## src/sbcl_map.vh

```
// Constants for the bank command legality block.
// Function
// Chip select high is a command inhibit; everything continues unchanged.
// Select low with row, column and write strobes high decodes as no-operation.
// Activate opens a row in an idle bank.
// Auto refresh and mode load are accepted only when every bank is idle.
// Precharge to an idle bank leaves it unchanged.
// Read or write to a row-active bank starts a burst, optional auto precharge.
// Precharge closes an active row; precharge-all needs every bank valid.
// Reading bank: new read restarts burst, precharge truncates and precharges.
// Writing bank: write or read starts burst, precharge truncates and precharges.
// Burst terminate stops the most recent burst on whichever bank holds it.
// Decoding acts only with clock gate high twice and self-refresh exit time met.
// Bank idle after precharge time; row active after activate-to-column time.
// Controller sends nothing to a bank busy precharging, activating or auto precharging.
// Activating lasts from activate until activate-to-column time, then row active.
// Auto-precharge access holds bank until precharge time, then idle.
// Refreshing lasts refresh cycle time, then all idle; only inhibit or no-op meanwhile.
// Mode access lasts mode-load time, then all idle; only inhibit or no-op meanwhile.
// Precharge-all lasts precharge time, then all idle; no commands meanwhile.
// An idle bank places no restriction on commands to other banks.
// Activating, active or precharging bank allows commands to other banks.
// Reading bank: read to another bank starts a new burst; others accepted.
// Writing bank: write to another bank starts a new burst; others accepted.
// Interrupting read takes the data bus one CAS latency after registration.
// Controller masks data two clocks before a write interrupting a read.
// Read interrupting a write ends bank n write data one clock before it.
// All strobes are sampled together each edge as one command.
`ifndef SBCL_MAP_VH
`define SBCL_MAP_VH
`define SBCL_CLK_PERIOD_NS 10
`define SBCL_PRECHARGE_TIME_NS 18
`define SBCL_ACT_TO_COL_TIME_NS 18
`define SBCL_REFRESH_CYCLE_TIME_NS 60
`define SBCL_MODE_LOAD_TIME_NS 20
`define SBCL_SR_EXIT_TIME_NS 120
`define SBCL_CYC(t) (((t) + `SBCL_CLK_PERIOD_NS - 1) / `SBCL_CLK_PERIOD_NS)
`define SBCL_PRECHARGE_CYC `SBCL_CYC(`SBCL_PRECHARGE_TIME_NS)
`define SBCL_ACT_TO_COL_CYC `SBCL_CYC(`SBCL_ACT_TO_COL_TIME_NS)
`define SBCL_REFRESH_CYC `SBCL_CYC(`SBCL_REFRESH_CYCLE_TIME_NS)
`define SBCL_MODE_LOAD_CYC `SBCL_CYC(`SBCL_MODE_LOAD_TIME_NS)
`define SBCL_SR_EXIT_CYC `SBCL_CYC(`SBCL_SR_EXIT_TIME_NS)
`define SBCL_CAS_LATENCY 3
`define SBCL_BURST_LEN 4
`define SBCL_BANKS 4
`define SBCL_CMD_INHIBIT 4'h8
`define SBCL_CMD_NOP 4'h7
`define SBCL_CMD_ACTIVE 4'h3
`define SBCL_CMD_READ 4'h5
`define SBCL_CMD_WRITE 4'h4
`define SBCL_CMD_BST 4'h6
`define SBCL_CMD_PRE 4'h2
`define SBCL_CMD_REF 4'h1
`define SBCL_CMD_MRS 4'h0
`define SBCL_ST_IDLE 8'h01
`define SBCL_ST_ACTING 8'h02
`define SBCL_ST_ACTIVE 8'h04
`define SBCL_ST_READ 8'h08
`define SBCL_ST_WRITE 8'h10
`define SBCL_ST_PRE 8'h20
`define SBCL_ST_RDAP 8'h40
`define SBCL_ST_WRAP 8'h80
`endif

```

## src/sbcl_top.v

```verilog
// Command decode and bank legality for the whole device.
`timescale 1ns/1ns
`default_nettype none
`include "sbcl_map.vh"
module sbcl_top #(
    parameter [7:0] SR_EXIT_CYC = `SBCL_SR_EXIT_CYC
) (
    input wire sys_clk,
    input wire rst,
    input wire clk_en,
    input wire cke,
    input wire sr_exit,
    input wire cs_n,
    input wire ras_n,
    input wire cas_n,
    input wire we_n,
    input wire [1:0] bank_addr,
    input wire auto_pre,
    output reg [31:0] bank_state,
    output reg all_idle,
    output reg cmd_illegal,
    output reg [3:0] last_cmd,
    output reg [1:0] burst_bank,
    output reg burst_on,
    output reg dbus_take,
    output reg [1:0] dbus_bank,
    output reg wr_end
);
    localparam [7:0] REF_CYC = `SBCL_REFRESH_CYC;
    localparam [7:0] MRS_CYC = `SBCL_MODE_LOAD_CYC;
    localparam [7:0] PRE_CYC = `SBCL_PRECHARGE_CYC;
    localparam [7:0] BL = `SBCL_BURST_LEN;
    localparam [3:0] G_NONE = 4'h1;
    localparam [3:0] G_REF = 4'h2;
    localparam [3:0] G_MRS = 4'h4;
    localparam [3:0] G_PALL = 4'h8;
    localparam [2:0] CL = `SBCL_CAS_LATENCY;
    reg [1:0] cke_s1;
    reg [1:0] cke_s2;
    reg [3:0] pin_s1;
    reg [3:0] pin_s2;
    reg [2:0] ba_s1;
    reg [2:0] ba_s2;
    reg cke_prev;
    reg sr_prev;
    reg [7:0] xsr_cnt;
    reg [3:0] gstate;
    reg [7:0] gcnt;
    reg [7:0] bcnt;
    reg [2:0] cl_pipe;
    reg [1:0] cl_bank0;
    reg [1:0] cl_bank1;
    reg [3:0] next_gstate;
    reg [7:0] next_gcnt;
    reg [1:0] next_burst_bank;
    reg next_burst_on;
    reg [7:0] next_bcnt;
    reg next_illegal;
    wire [3:0] cmd;
    wire [1:0] ba;
    wire apf;
    wire go;
    wire glob_free;
    wire [3:0] bank_sel;
    wire [3:0] bank_ill;
    wire [3:0] bank_idle;
    wire [3:0] bank_rd;
    wire [3:0] bank_wr;
    wire is_rd;
    wire is_wr;
    wire is_pall;
    wire is_bst;
    wire [31:0] st_w;
    // Strobes pass two flip-flops, then are read together as one command.
    always @(posedge sys_clk or posedge rst) begin
        if (rst) begin
            cke_s1 <= 2'h0;
            cke_s2 <= 2'h0;
            pin_s1 <= 4'hf;
            pin_s2 <= 4'hf;
            ba_s1 <= 3'h0;
            ba_s2 <= 3'h0;
        end else if (clk_en) begin
            cke_s1 <= {sr_exit, cke};
            cke_s2 <= cke_s1;
            pin_s1 <= {cs_n, ras_n, cas_n, we_n};
            pin_s2 <= pin_s1;
            ba_s1 <= {auto_pre, bank_addr};
            ba_s2 <= ba_s1;
        end
    end
    assign cmd = pin_s2[3] ? `SBCL_CMD_INHIBIT : {1'b0, pin_s2[2:0]};
    assign ba = ba_s2[1:0];
    assign apf = ba_s2[2];
    // Self-refresh exit holds decoding off for the exit time.
    always @(posedge sys_clk or posedge rst) begin
        if (rst) begin
            cke_prev <= 1'b0;
            sr_prev <= 1'b0;
            xsr_cnt <= 8'h00;
        end else if (clk_en) begin
            cke_prev <= cke_s2[0];
            sr_prev <= cke_s2[1];
            if (cke_s2[1] && !sr_prev) begin
                xsr_cnt <= SR_EXIT_CYC;
            end else if (xsr_cnt != 8'h00) begin
                xsr_cnt <= xsr_cnt - 8'h01;
            end
        end
    end
    assign go = clk_en && cke_prev && cke_s2[0] && (xsr_cnt == 8'h00) && glob_free;
    assign glob_free = (gstate == G_NONE);
    assign is_rd = (cmd == `SBCL_CMD_READ);
    assign is_wr = (cmd == `SBCL_CMD_WRITE);
    assign is_bst = (cmd == `SBCL_CMD_BST);
    assign is_pall = (cmd == `SBCL_CMD_PRE) && apf;
    genvar gi;
    generate
        for (gi = 0; gi < `SBCL_BANKS; gi = gi + 1) begin : g_bank
            assign bank_sel[gi] = (ba == gi);
            assign bank_idle[gi] = st_w[gi*8 +: 8] == `SBCL_ST_IDLE;
            assign bank_rd[gi] = st_w[gi*8 +: 8] == `SBCL_ST_READ;
            assign bank_wr[gi] = st_w[gi*8 +: 8] == `SBCL_ST_WRITE;
            sbcl_bank u_bank (
                .sys_clk(sys_clk),
                .rst(rst),
                .ce(clk_en),
                .go(go),
                .sel(bank_sel[gi]),
                .cmd(cmd),
                .ap(apf),
                .pre_all(is_pall),
                .stop_burst(is_bst && burst_on && burst_bank == gi),
                .burst_done(burst_on && burst_bank == gi && bcnt == 8'h01),
                .other_access((is_rd || is_wr) && !bank_sel[gi]),
                .state(st_w[gi*8 +: 8]),
                .illegal(bank_ill[gi])
            );
        end
    endgenerate
    // Global states: refresh, mode load and precharge-all.
    always @* begin
        next_gstate = gstate;
        next_gcnt = (gcnt != 8'h00) ? gcnt - 8'h01 : 8'h00;
        next_illegal = 1'b0;
        case (gstate)
            G_NONE: begin
                if (go && cmd == `SBCL_CMD_REF) begin
                    next_illegal = (bank_idle != 4'hf);
                    next_gstate = G_REF;
                    next_gcnt = REF_CYC - 8'h01;
                end else if (go && cmd == `SBCL_CMD_MRS) begin
                    next_illegal = (bank_idle != 4'hf);
                    next_gstate = G_MRS;
                    next_gcnt = MRS_CYC - 8'h01;
                end else if (go && is_pall) begin
                    next_gstate = G_PALL;
                    next_gcnt = PRE_CYC - 8'h01;
                end
            end
            G_REF, G_MRS, G_PALL: begin
                if (cmd != `SBCL_CMD_INHIBIT && cmd != `SBCL_CMD_NOP && clk_en) begin
                    next_illegal = 1'b1;
                end
                if (gcnt == 8'h00) begin
                    next_gstate = G_NONE;
                end
            end
            default: begin
                next_gstate = G_NONE;
            end
        endcase
    end
    // Most recent burst, for terminate and for the end-of-burst return to row active.
    always @* begin
        next_burst_bank = burst_bank;
        next_burst_on = burst_on;
        next_bcnt = (bcnt != 8'h00) ? bcnt - 8'h01 : 8'h00;
        if (go && (is_rd || is_wr)) begin
            next_burst_bank = ba;
            next_burst_on = 1'b1;
            next_bcnt = BL;
        end else if (go && (is_bst || (cmd == `SBCL_CMD_PRE && (is_pall || ba == burst_bank)))) begin
            next_burst_on = 1'b0;
            next_bcnt = 8'h00;
        end else if (bcnt == 8'h01) begin
            next_burst_on = 1'b0;
        end
    end
    always @(posedge sys_clk or posedge rst) begin
        if (rst) begin
            gstate <= G_NONE;
            gcnt <= 8'h00;
            burst_bank <= 2'h0;
            burst_on <= 1'b0;
            bcnt <= 8'h00;
            cl_pipe <= 3'h0;
            cl_bank0 <= 2'h0;
            cl_bank1 <= 2'h0;
            bank_state <= 32'h01010101;
            all_idle <= 1'b1;
            cmd_illegal <= 1'b0;
            last_cmd <= `SBCL_CMD_INHIBIT;
            dbus_take <= 1'b0;
            dbus_bank <= 2'h0;
            wr_end <= 1'b0;
        end else if (clk_en) begin
            gstate <= next_gstate;
            gcnt <= next_gcnt;
            burst_bank <= next_burst_bank;
            burst_on <= next_burst_on;
            bcnt <= next_bcnt;
            cl_pipe <= {cl_pipe[1:0], go && is_rd};
            cl_bank0 <= ba;
            cl_bank1 <= cl_bank0;
            dbus_take <= cl_pipe[CL-2];
            dbus_bank <= cl_bank1;
            wr_end <= go && is_rd && (bank_wr != 4'h0);
            bank_state <= st_w;
            all_idle <= (bank_idle == 4'hf) && glob_free;
            cmd_illegal <= next_illegal || (bank_ill != 4'h0);
            last_cmd <= cmd;
        end
    end
endmodule // sbcl_top
`default_nettype wire

```

## src/sbcl_bank.v

```verilog
// One bank's state machine.
`timescale 1ns/1ns
`default_nettype none
`include "sbcl_map.vh"
module sbcl_bank (
    input wire sys_clk,
    input wire rst,
    input wire ce,
    input wire go,
    input wire sel,
    input wire [3:0] cmd,
    input wire ap,
    input wire pre_all,
    input wire stop_burst,
    input wire burst_done,
    input wire other_access,
    output reg [7:0] state,
    output reg illegal
);
    localparam [7:0] ST_IDLE = `SBCL_ST_IDLE;
    localparam [7:0] ST_ACTING = `SBCL_ST_ACTING;
    localparam [7:0] ST_ACTIVE = `SBCL_ST_ACTIVE;
    localparam [7:0] ST_READ = `SBCL_ST_READ;
    localparam [7:0] ST_WRITE = `SBCL_ST_WRITE;
    localparam [7:0] ST_PRE = `SBCL_ST_PRE;
    localparam [7:0] ST_RDAP = `SBCL_ST_RDAP;
    localparam [7:0] ST_WRAP = `SBCL_ST_WRAP;
    localparam [7:0] PRE_CYC = `SBCL_PRECHARGE_CYC;
    localparam [7:0] ACT_CYC = `SBCL_ACT_TO_COL_CYC;
    localparam [7:0] AP_CYC = `SBCL_PRECHARGE_CYC + `SBCL_BURST_LEN;
    reg [7:0] cnt;
    reg [7:0] next_state;
    reg [7:0] next_cnt;
    reg next_illegal;
    wire is_pre = (cmd == `SBCL_CMD_PRE) && (sel || pre_all);
    wire is_rd = sel && (cmd == `SBCL_CMD_READ);
    wire is_wr = sel && (cmd == `SBCL_CMD_WRITE);
    wire is_act = sel && (cmd == `SBCL_CMD_ACTIVE);
    wire col = is_rd || is_wr;
    always @* begin
        next_state = state;
        next_cnt = (cnt != 8'h00) ? cnt - 8'h01 : 8'h00;
        next_illegal = 1'b0;
        if (go) begin
            case (state)
                ST_IDLE: begin
                    if (is_act) begin
                        next_state = ST_ACTING;
                        next_cnt = ACT_CYC - 8'h01;
                    end else if (col) begin
                        next_illegal = 1'b1;
                    end // precharge to idle does nothing.
                end
                ST_ACTING: begin
                    if (is_act || col || (is_pre && sel)) begin
                        next_illegal = 1'b1;
                    end
                    if (cnt == 8'h00) begin
                        next_state = ST_ACTIVE;
                    end
                end
                ST_ACTIVE, ST_READ, ST_WRITE: begin
                    if (is_pre) begin
                        next_state = ST_PRE;
                        next_cnt = PRE_CYC - 8'h01;
                    end else if (col) begin
                        next_state = ap ? (is_rd ? ST_RDAP : ST_WRAP) : (is_rd ? ST_READ : ST_WRITE);
                        next_cnt = AP_CYC - 8'h01;
                    end else if (is_act) begin
                        next_illegal = 1'b1;
                    end else if (state != ST_ACTIVE && (stop_burst || burst_done || other_access)) begin
                        next_state = ST_ACTIVE;
                    end
                end
                ST_PRE, ST_RDAP, ST_WRAP: begin
                    if (is_act || col || (is_pre && sel)) begin
                        next_illegal = 1'b1;
                    end
                    if (cnt == 8'h00) begin
                        next_state = ST_IDLE;
                    end
                end
                default: begin
                    next_state = ST_IDLE;
                end
            endcase
        end
    end
    always @(posedge sys_clk or posedge rst) begin
        if (rst) begin
            state <= ST_IDLE;
            cnt <= 8'h00;
            illegal <= 1'b0;
        end else if (ce) begin
            state <= next_state;
            cnt <= next_cnt;
            illegal <= next_illegal;
        end
    end
endmodule // sbcl_bank
`default_nettype wire

```

## config.mk

```make
export PLATFORM = sky130hd
export DESIGN_NAME = sbcl_top
export DESIGN_NICKNAME = d
export VERILOG_FILES = /design/src/sbcl_top.v /design/src/sbcl_bank.v
export VERILOG_INCLUDE_DIRS = /design/src
export SDC_FILE = /design/constraint.sdc
export NUM_CORES = 1
export LEC_CHECK = 0
export BUFFER_PORTS_ARGS = -buffer_cell sky130_fd_sc_hd__buf_2
export CAP_MARGIN = 40
export CELL_PAD_IN_SITES_DETAIL_PLACEMENT = 1
export CELL_PAD_IN_SITES_GLOBAL_PLACEMENT = 1
export CORE_MARGIN = 4
export CORE_UTILIZATION = 35
export DETAILED_ROUTE_END_ITERATION = 6
export GPL_TIMING_DRIVEN = 0
export PLACE_DENSITY_LB_ADDON = 0.15
export SYNTH_ARGS = -nofsm -noshare
export SYNTH_HDL_FRONTEND = slang
export SYNTH_SLANG_ARGS = --single-unit
export TNS_END_PERCENT = 1
```

## constraint.sdc

```tcl
create_clock -name sys_clk -period 15.4 [get_ports sys_clk]
set_clock_uncertainty 0.05 [all_clocks]
set_input_delay 2.31 -clock sys_clk [delete_from_list [all_inputs] [get_ports sys_clk]]
set_output_delay 2.31 -clock sys_clk [all_outputs]
set_load 0.005 [all_outputs]
```

# [After elaboration in Yosys (flattened, before gate mapping)]
# Cells that the tools add are included.
[word_totals] elab_cells=378 out_inout_bits=45 regBits=167
[op_classes] reduce_logical=132 add_sub_neg=7 n_eq_ne=80 muxes=123
[ops] cell="8-bit two-way mux" n=66
[ops] cell="8-bit case mux with 4 select lines" n=4
[ops] cell="8-bit case mux with 2 select lines" n=4
[ops] cell="1-bit logical AND" n=58
[ops] cell="8-bit nonzero test" n=7
[ops] cell="8-bit by 1-bit subtractor with 8-bit output, second input constant" n=7
[ops] cell="8-bit logical NOT" n=6
[ops] cell="8-bit by 1-bit == test with 1-bit output, second input constant" n=5
[ops] cell="1-bit two-way mux" n=34
[ops] cell="8-bit by 2-bit == test with 1-bit output, second input constant" n=4
[ops] cell="8-bit by 3-bit == test with 1-bit output, second input constant" n=4
[ops] cell="8-bit by 4-bit == test with 1-bit output, second input constant" n=4
[ops] cell="8-bit by 5-bit == test with 1-bit output, second input constant" n=4
[ops] cell="8-bit by 6-bit == test with 1-bit output, second input constant" n=4
[ops] cell="8-bit by 7-bit == test with 1-bit output, second input constant" n=4
[ops] cell="8-bit == test, second input constant" n=4
[ops] cell="8-bit by 3-bit inequality test with 1-bit output, second input constant" n=4
[ops] cell="1-bit logical OR" n=28
[ops] cell="7-bit AND reduction" n=4
[ops] cell="3-bit OR reduction" n=9
[ops] cell="2-bit by 1-bit inequality test with 1-bit output, second input constant" n=12
[ops] cell="4-bit two-way mux" n=5
[ops] cell="5-bit two-way mux" n=4
[ops] cell="4-bit by 1-bit inequality test with 1-bit output, second input constant" n=5
[ops] cell="22 further kinds" n=52

# [Longest topological paths before layout]
[logic_depth] ltp_word=12 depth_mapped=8 ltp_nobuf=8

# [Hierarchy]
# Synthesis repeated with hierarchy kept, for this count alone.
[unflattened] cells_unflattened=936 area_unflattened_um2=9462.8
[modules_own_cells] mod="sbcl_top" cells_per_inst=407 n_inst=1 area_per_inst_um2=4647.0
[modules_own_cells] mod="sbcl_bank (g_bank[0].u_bank ...)" cells_per_inst=134 n_inst=3 area_per_inst_um2=1209.9
[modules_own_cells] mod="sbcl_bank (g_bank[3].u_bank)" cells_per_inst=127 n_inst=1 area_per_inst_um2=1186.1

# [Least setup slack after synthesis]
# No wires, ideal clock.
[synth_timing] path_kind="input port to flip-flop" start="input clk_en" end="register xsr_cnt[6]" required_time_ns=15.224 setup_ns=0.126 path_slack_ns=11.594 stages=6 arrival_ns=3.630 cell_sequence="inv_1 > a41oi_1 > nand2_1 > or4b_2 > xor2_1 > nor2_1"
[synth_via] elab_chain_cells=1
[synth_lines] item="start: declaration" line_no="sbcl_top.v:10" source="input wire clk_en,"
[synth_lines] item="2-bit AND reduction (no line)"
[synth_lines] item="end signal: assignment" line_no="sbcl_top.v:107" source="xsr_cnt <= xsr_cnt - 8'h01;"
[synth_lines] item="end: declaration" line_no="sbcl_top.v:46" source="reg [7:0] xsr_cnt;"
# Every way passes these cells.
# A chain may end at the register's enable or synchronous reset.

# [Worst setup path in the final report]
[layout_timing] start="input clk_en" end="register g_bank[2].u_bank.cnt[1]"
[layout_via] elab_chain_cells=5
[layout_lines] item="1-bit logical AND (4 in series)" line_no="sbcl_top.v:111" source="assign go = clk_en && cke_prev && cke_s2[0] && (xsr_cnt == 8'h00) && glob_free;"
[layout_lines] item="8-bit two-way mux" line_no="sbcl_bank.v:44" source="if (go) begin"
[layout_lines] item="end signal: assignment" line_no="sbcl_bank.v:96" source="cnt <= next_cnt;"
[layout_lines] item="end: declaration" line_no="sbcl_bank.v:31" source="reg [7:0] cnt;"
# Several ways; a longest one is shown, not always the timed one.

==> metrics.md <==
| Metric | Value |
|---|---|
| Area grow syn2layout | 15.1% |
| Area leader, netlist | dfrtp_1 |
| Initial core utilization | 0.355 |
| Gr ovfl total | 0 |
| CP Data Arrival Time | 4.78 ns |
| Mapped Cells | 879 |
| Final net count | 983 |
| Crit share post-route | 0.295 |
| Min Tclk post-route | 4.55 ns |
| Worst Slack Setup Final | 10.85 ns |
| Peak VDD IR | 0.0000599 V |
| Antenna violations before repair | 0 |
| Leak Pwr | 4.52 nW |
| Pwr Density | 134 nW/µm² |
| PortBufs | 56 |
| DRT antenna net count | 0 |
| First-pass GRT wire length | 41.8 mm |
| DR vias | 7,252 |
| Crit end category | register |
| Status | complete, no violations |
| Critical path's slowest cell | nor2_1 |
| Largest net degree at the start of global routing | 98 |
| Initial DRC count | 405 |
| Skew-Pair Late Insertion Delay | 0.44 ns |
| RSZ-0062 raised after global routing | false |
| CTS max path bufs | 2 |
| Yosys reg bits | 167 |
| CP max stage delay | 0.54 ns |
| Final Wtd Congestion | 0.828 |
| Die Y | 167 µm |
| Total negative setup slack | 0 ns |
| # clock sinks | 167 |
| Endpoints failing hold | 0 |
| Vias in the first global route | 7,332 |
| Crit-path leading delay family | simple AND/OR/NAND/NOR gates |
| Slew @ Worst Pin | 0.873 ns |
| Global Route Usage Sum | 0.186 |
| Synth top area cells | dfrtp_1 42%, mux2_2 10%, dfstp_2 5.6%, nor2_1 3.5%, nand2_1 2.9% |
| Ys flop type | dfrtp_1 |
| Final Power | 1.37 mW |
| Critical Path, Cell by Cell | buf_2, nand4_1, nor2_1, clkbuf_1, o211ai_1, nor2_1, o22ai_1 |
| Synth cell types | 78 |
| Residual DRC count | 0 |
| Post-synthesis sequential area ratio | 0.473 |
| Dpl hpwl | 18.9 mm |
| Post-Syn Area | 8880 µm² |
| Post-synth EDFFs | 0 |
| Final Setup Violations | 0 |
| Synth cell count leaders | 148 x dfrtp_1, 83 x nor2_1, 81 x mux2_2 |
| Reg-to-reg setup timing slack | 11.79 ns |
| Layout Cells excl Fill | 1,299 |
| CTS Buf Count | 17 |
| H-tree depth | 4 |
| FMAX | 220 MHz |
| Clock transition at the registers of the reported paths | 0.07 ns |
| Worst slack, placed | 10.43 ns |
| CTS root buf | clkbuf_16 |
| DR vias/cell | 5.58 |
| Fill count | 2,910 |
| Post-Syn Nets | 906 |
| Max Slew Vio Count | 0 |
| Post-CTS Setup Inserts | 0 |
| CTS tree | done |
| Core Area | 25,000 µm² |
| Post-Route WL | 26.1 mm |
| Post_cts resized | 0 |
| Die W | 167 µm |
| Hold Buf Count CTS | 0 |
| I/O pin cnt | 57 |
| Top cell type's share of synthesized area | 0.417 |
| Yosys warning count | 0 |
| Syn Area/Cell | 10.1 µm² |
| Area of the multi-input gates | 4400 µm² |
| MaxCap Viol Count | 0 |
| Count leader, synth | dfrtp_1 |
| Async SR Flop Fraction | 1.00 |
| Ant. Diodes | 0 |
| Reg area | 4200 µm² |
| DRT Pass-1 Iters | 5 |
| Most frequent cell on the critical path | nor2_1 |
| Crit path kind | in -> reg |
| Max Fanout on Critical Path | 10 |
| Placed cell count | 1,267 |
| Worst Hold Class | reg -> reg |
| Routed length per instance | 20.1 µm |
| Num rows | 58 |
| CP required | 15.63 ns |
| Share of cells above drive strength 1 | 0.223 |
| Slew margin rel. | 0.418 |
| Die Footprint | 28,000 µm² |
| Buf/Inv on CP | 2 |
| Startpoint class of the critical path | input port |
-- cell type report --
| cell class | instances | share of cell area |
|---|---|---|
| clock buffer | 17 | 0.0416 |
| multi-input combinational | 638 | 0.430 |
| inverter | 37 | 0.0143 |
| sequential | 167 | 0.411 |
| clock inverter | 15 | 0.0180 |
| tap | 330 | 0.0404 |
| buffer | 37 | 0.0138 |
| timing repair buffer | 58 | 0.0306 |
-- metal layers --
layer  GRT usage  share of wire  up-vias  wire length [µm]
met5           0              0        -                 0
met1       0.263           0.48     3710             12700
met2       0.302           0.47      116             12300
met4      0.0445          0.013        0               342
met3      0.0300          0.031       23               801
li1            -              -     3403                 -
-- report_power, final --
group	switching, mW	internal [mW]	leakage (nW)	total [mW]
sequential	0.0774	0.518	2.06	0.596
clock	0.211	0.234	0.289	0.445
combinational	0.195	0.136	2.17	0.331
total	0.483	0.889	4.52	1.37
-- sequential cells by signal, summed over array words and instances (netlist names), 2 cells and up --
signal	flops
gstate	4
g_bank.u_bank.illegal	4
bank_state	32
cke_s2	2
xsr_cnt	8
cl_bank1	2
cl_pipe	2
pin_s1	4
dbus_bank	2
gcnt	8
cl_bank0	2
cke_s1	2
bcnt	8
pin_s2	4
burst_bank	2
ba_s1	3
ba_s2	3
g_bank.u_bank.state	32
g_bank.u_bank.cnt	32
last_cmd	4
-- cell usage in the layout, fill, tap and decap left out, types with 5 or more instances in the layout --
master     count
nor3b_1        6
xnor2_1        8
o211ai_1       6
inv_8          6
mux2_2        81
nor4_1        19
o22ai_1       10
a211oi_1       6
nand2_1       68
clkbuf_16     17
nor3_1        31
o2bb2ai_1     12
dfstp_2       19
inv_1         36
a31oi_1        7
dfrtp_1      148
a22o_1        10
nand3_1       32
mux2i_1        7
and3_1         8
or3_1          9
buf_2         59
nand2b_1      12
a21oi_1       31
nor4b_1        8
ha_1          15
clkbuf_1      33
a21o_1         7
or4_1          5
nor2_1        83
o21ai_0       41
nor2b_1       10
nand4_1        6
xor2_1        13
-- per-stage QoR --
step / cell area, µm² / hold WS [ns] / utilization
after global placement: 9570 / 0.427 / 0.382
after detailed placement: 9610 / 0.427 / 0.384
after global routing: 10200 / 0.455 / 0.408
final: 10200 / 0.437 / 0.408
after floorplan: 8880 / 0.400 / -
after CTS: 10200 / 0.443 / 0.408
-- worst reg2reg max path: cells and delay by family (launching register included) --
| family | cells | cell delay [ns] |
|---|---|---|
| compound gates | 2 | 0.49 |
| buf+inv | 1 | 0.51 |
| flops | 1 | 0.53 |
| simple gates | 4 | 1.87 |
-- cell families (layout without fill, tap and decap cells) --
kind of cell | after synthesis | count (layout) | share of synthesized area
multiplexers | 88 | 88 | 0.111
XOR/XNOR | 21 | 21 | 0.0207
adder cells (fa/ha/maj) | 15 | 15 | 0.0211
AO/OA/AOI/OAI | 188 | 188 | 0.151
flip-flops | 167 | 167 | 0.473
buffers and inverters | 74 | 164 | 0.0316
AND/OR/NAND/NOR | 326 | 326 | 0.191
-- worst paths after layout --
kind	from	end	cells past startpoint
min in group asynchronous	rst	bcnt[4]	2
max in group asynchronous	rst	g_bank[0].u_bank.state[0]	3
min	all_idle	all_idle	1
max	clk_en	g_bank[2].u_bank.cnt[1]	7
max reg2reg	gstate[0]	g_bank[2].u_bank.cnt[1]	7
min reg2reg	all_idle	all_idle	1
No activity file was read; power rests on OpenSTA's default activity.
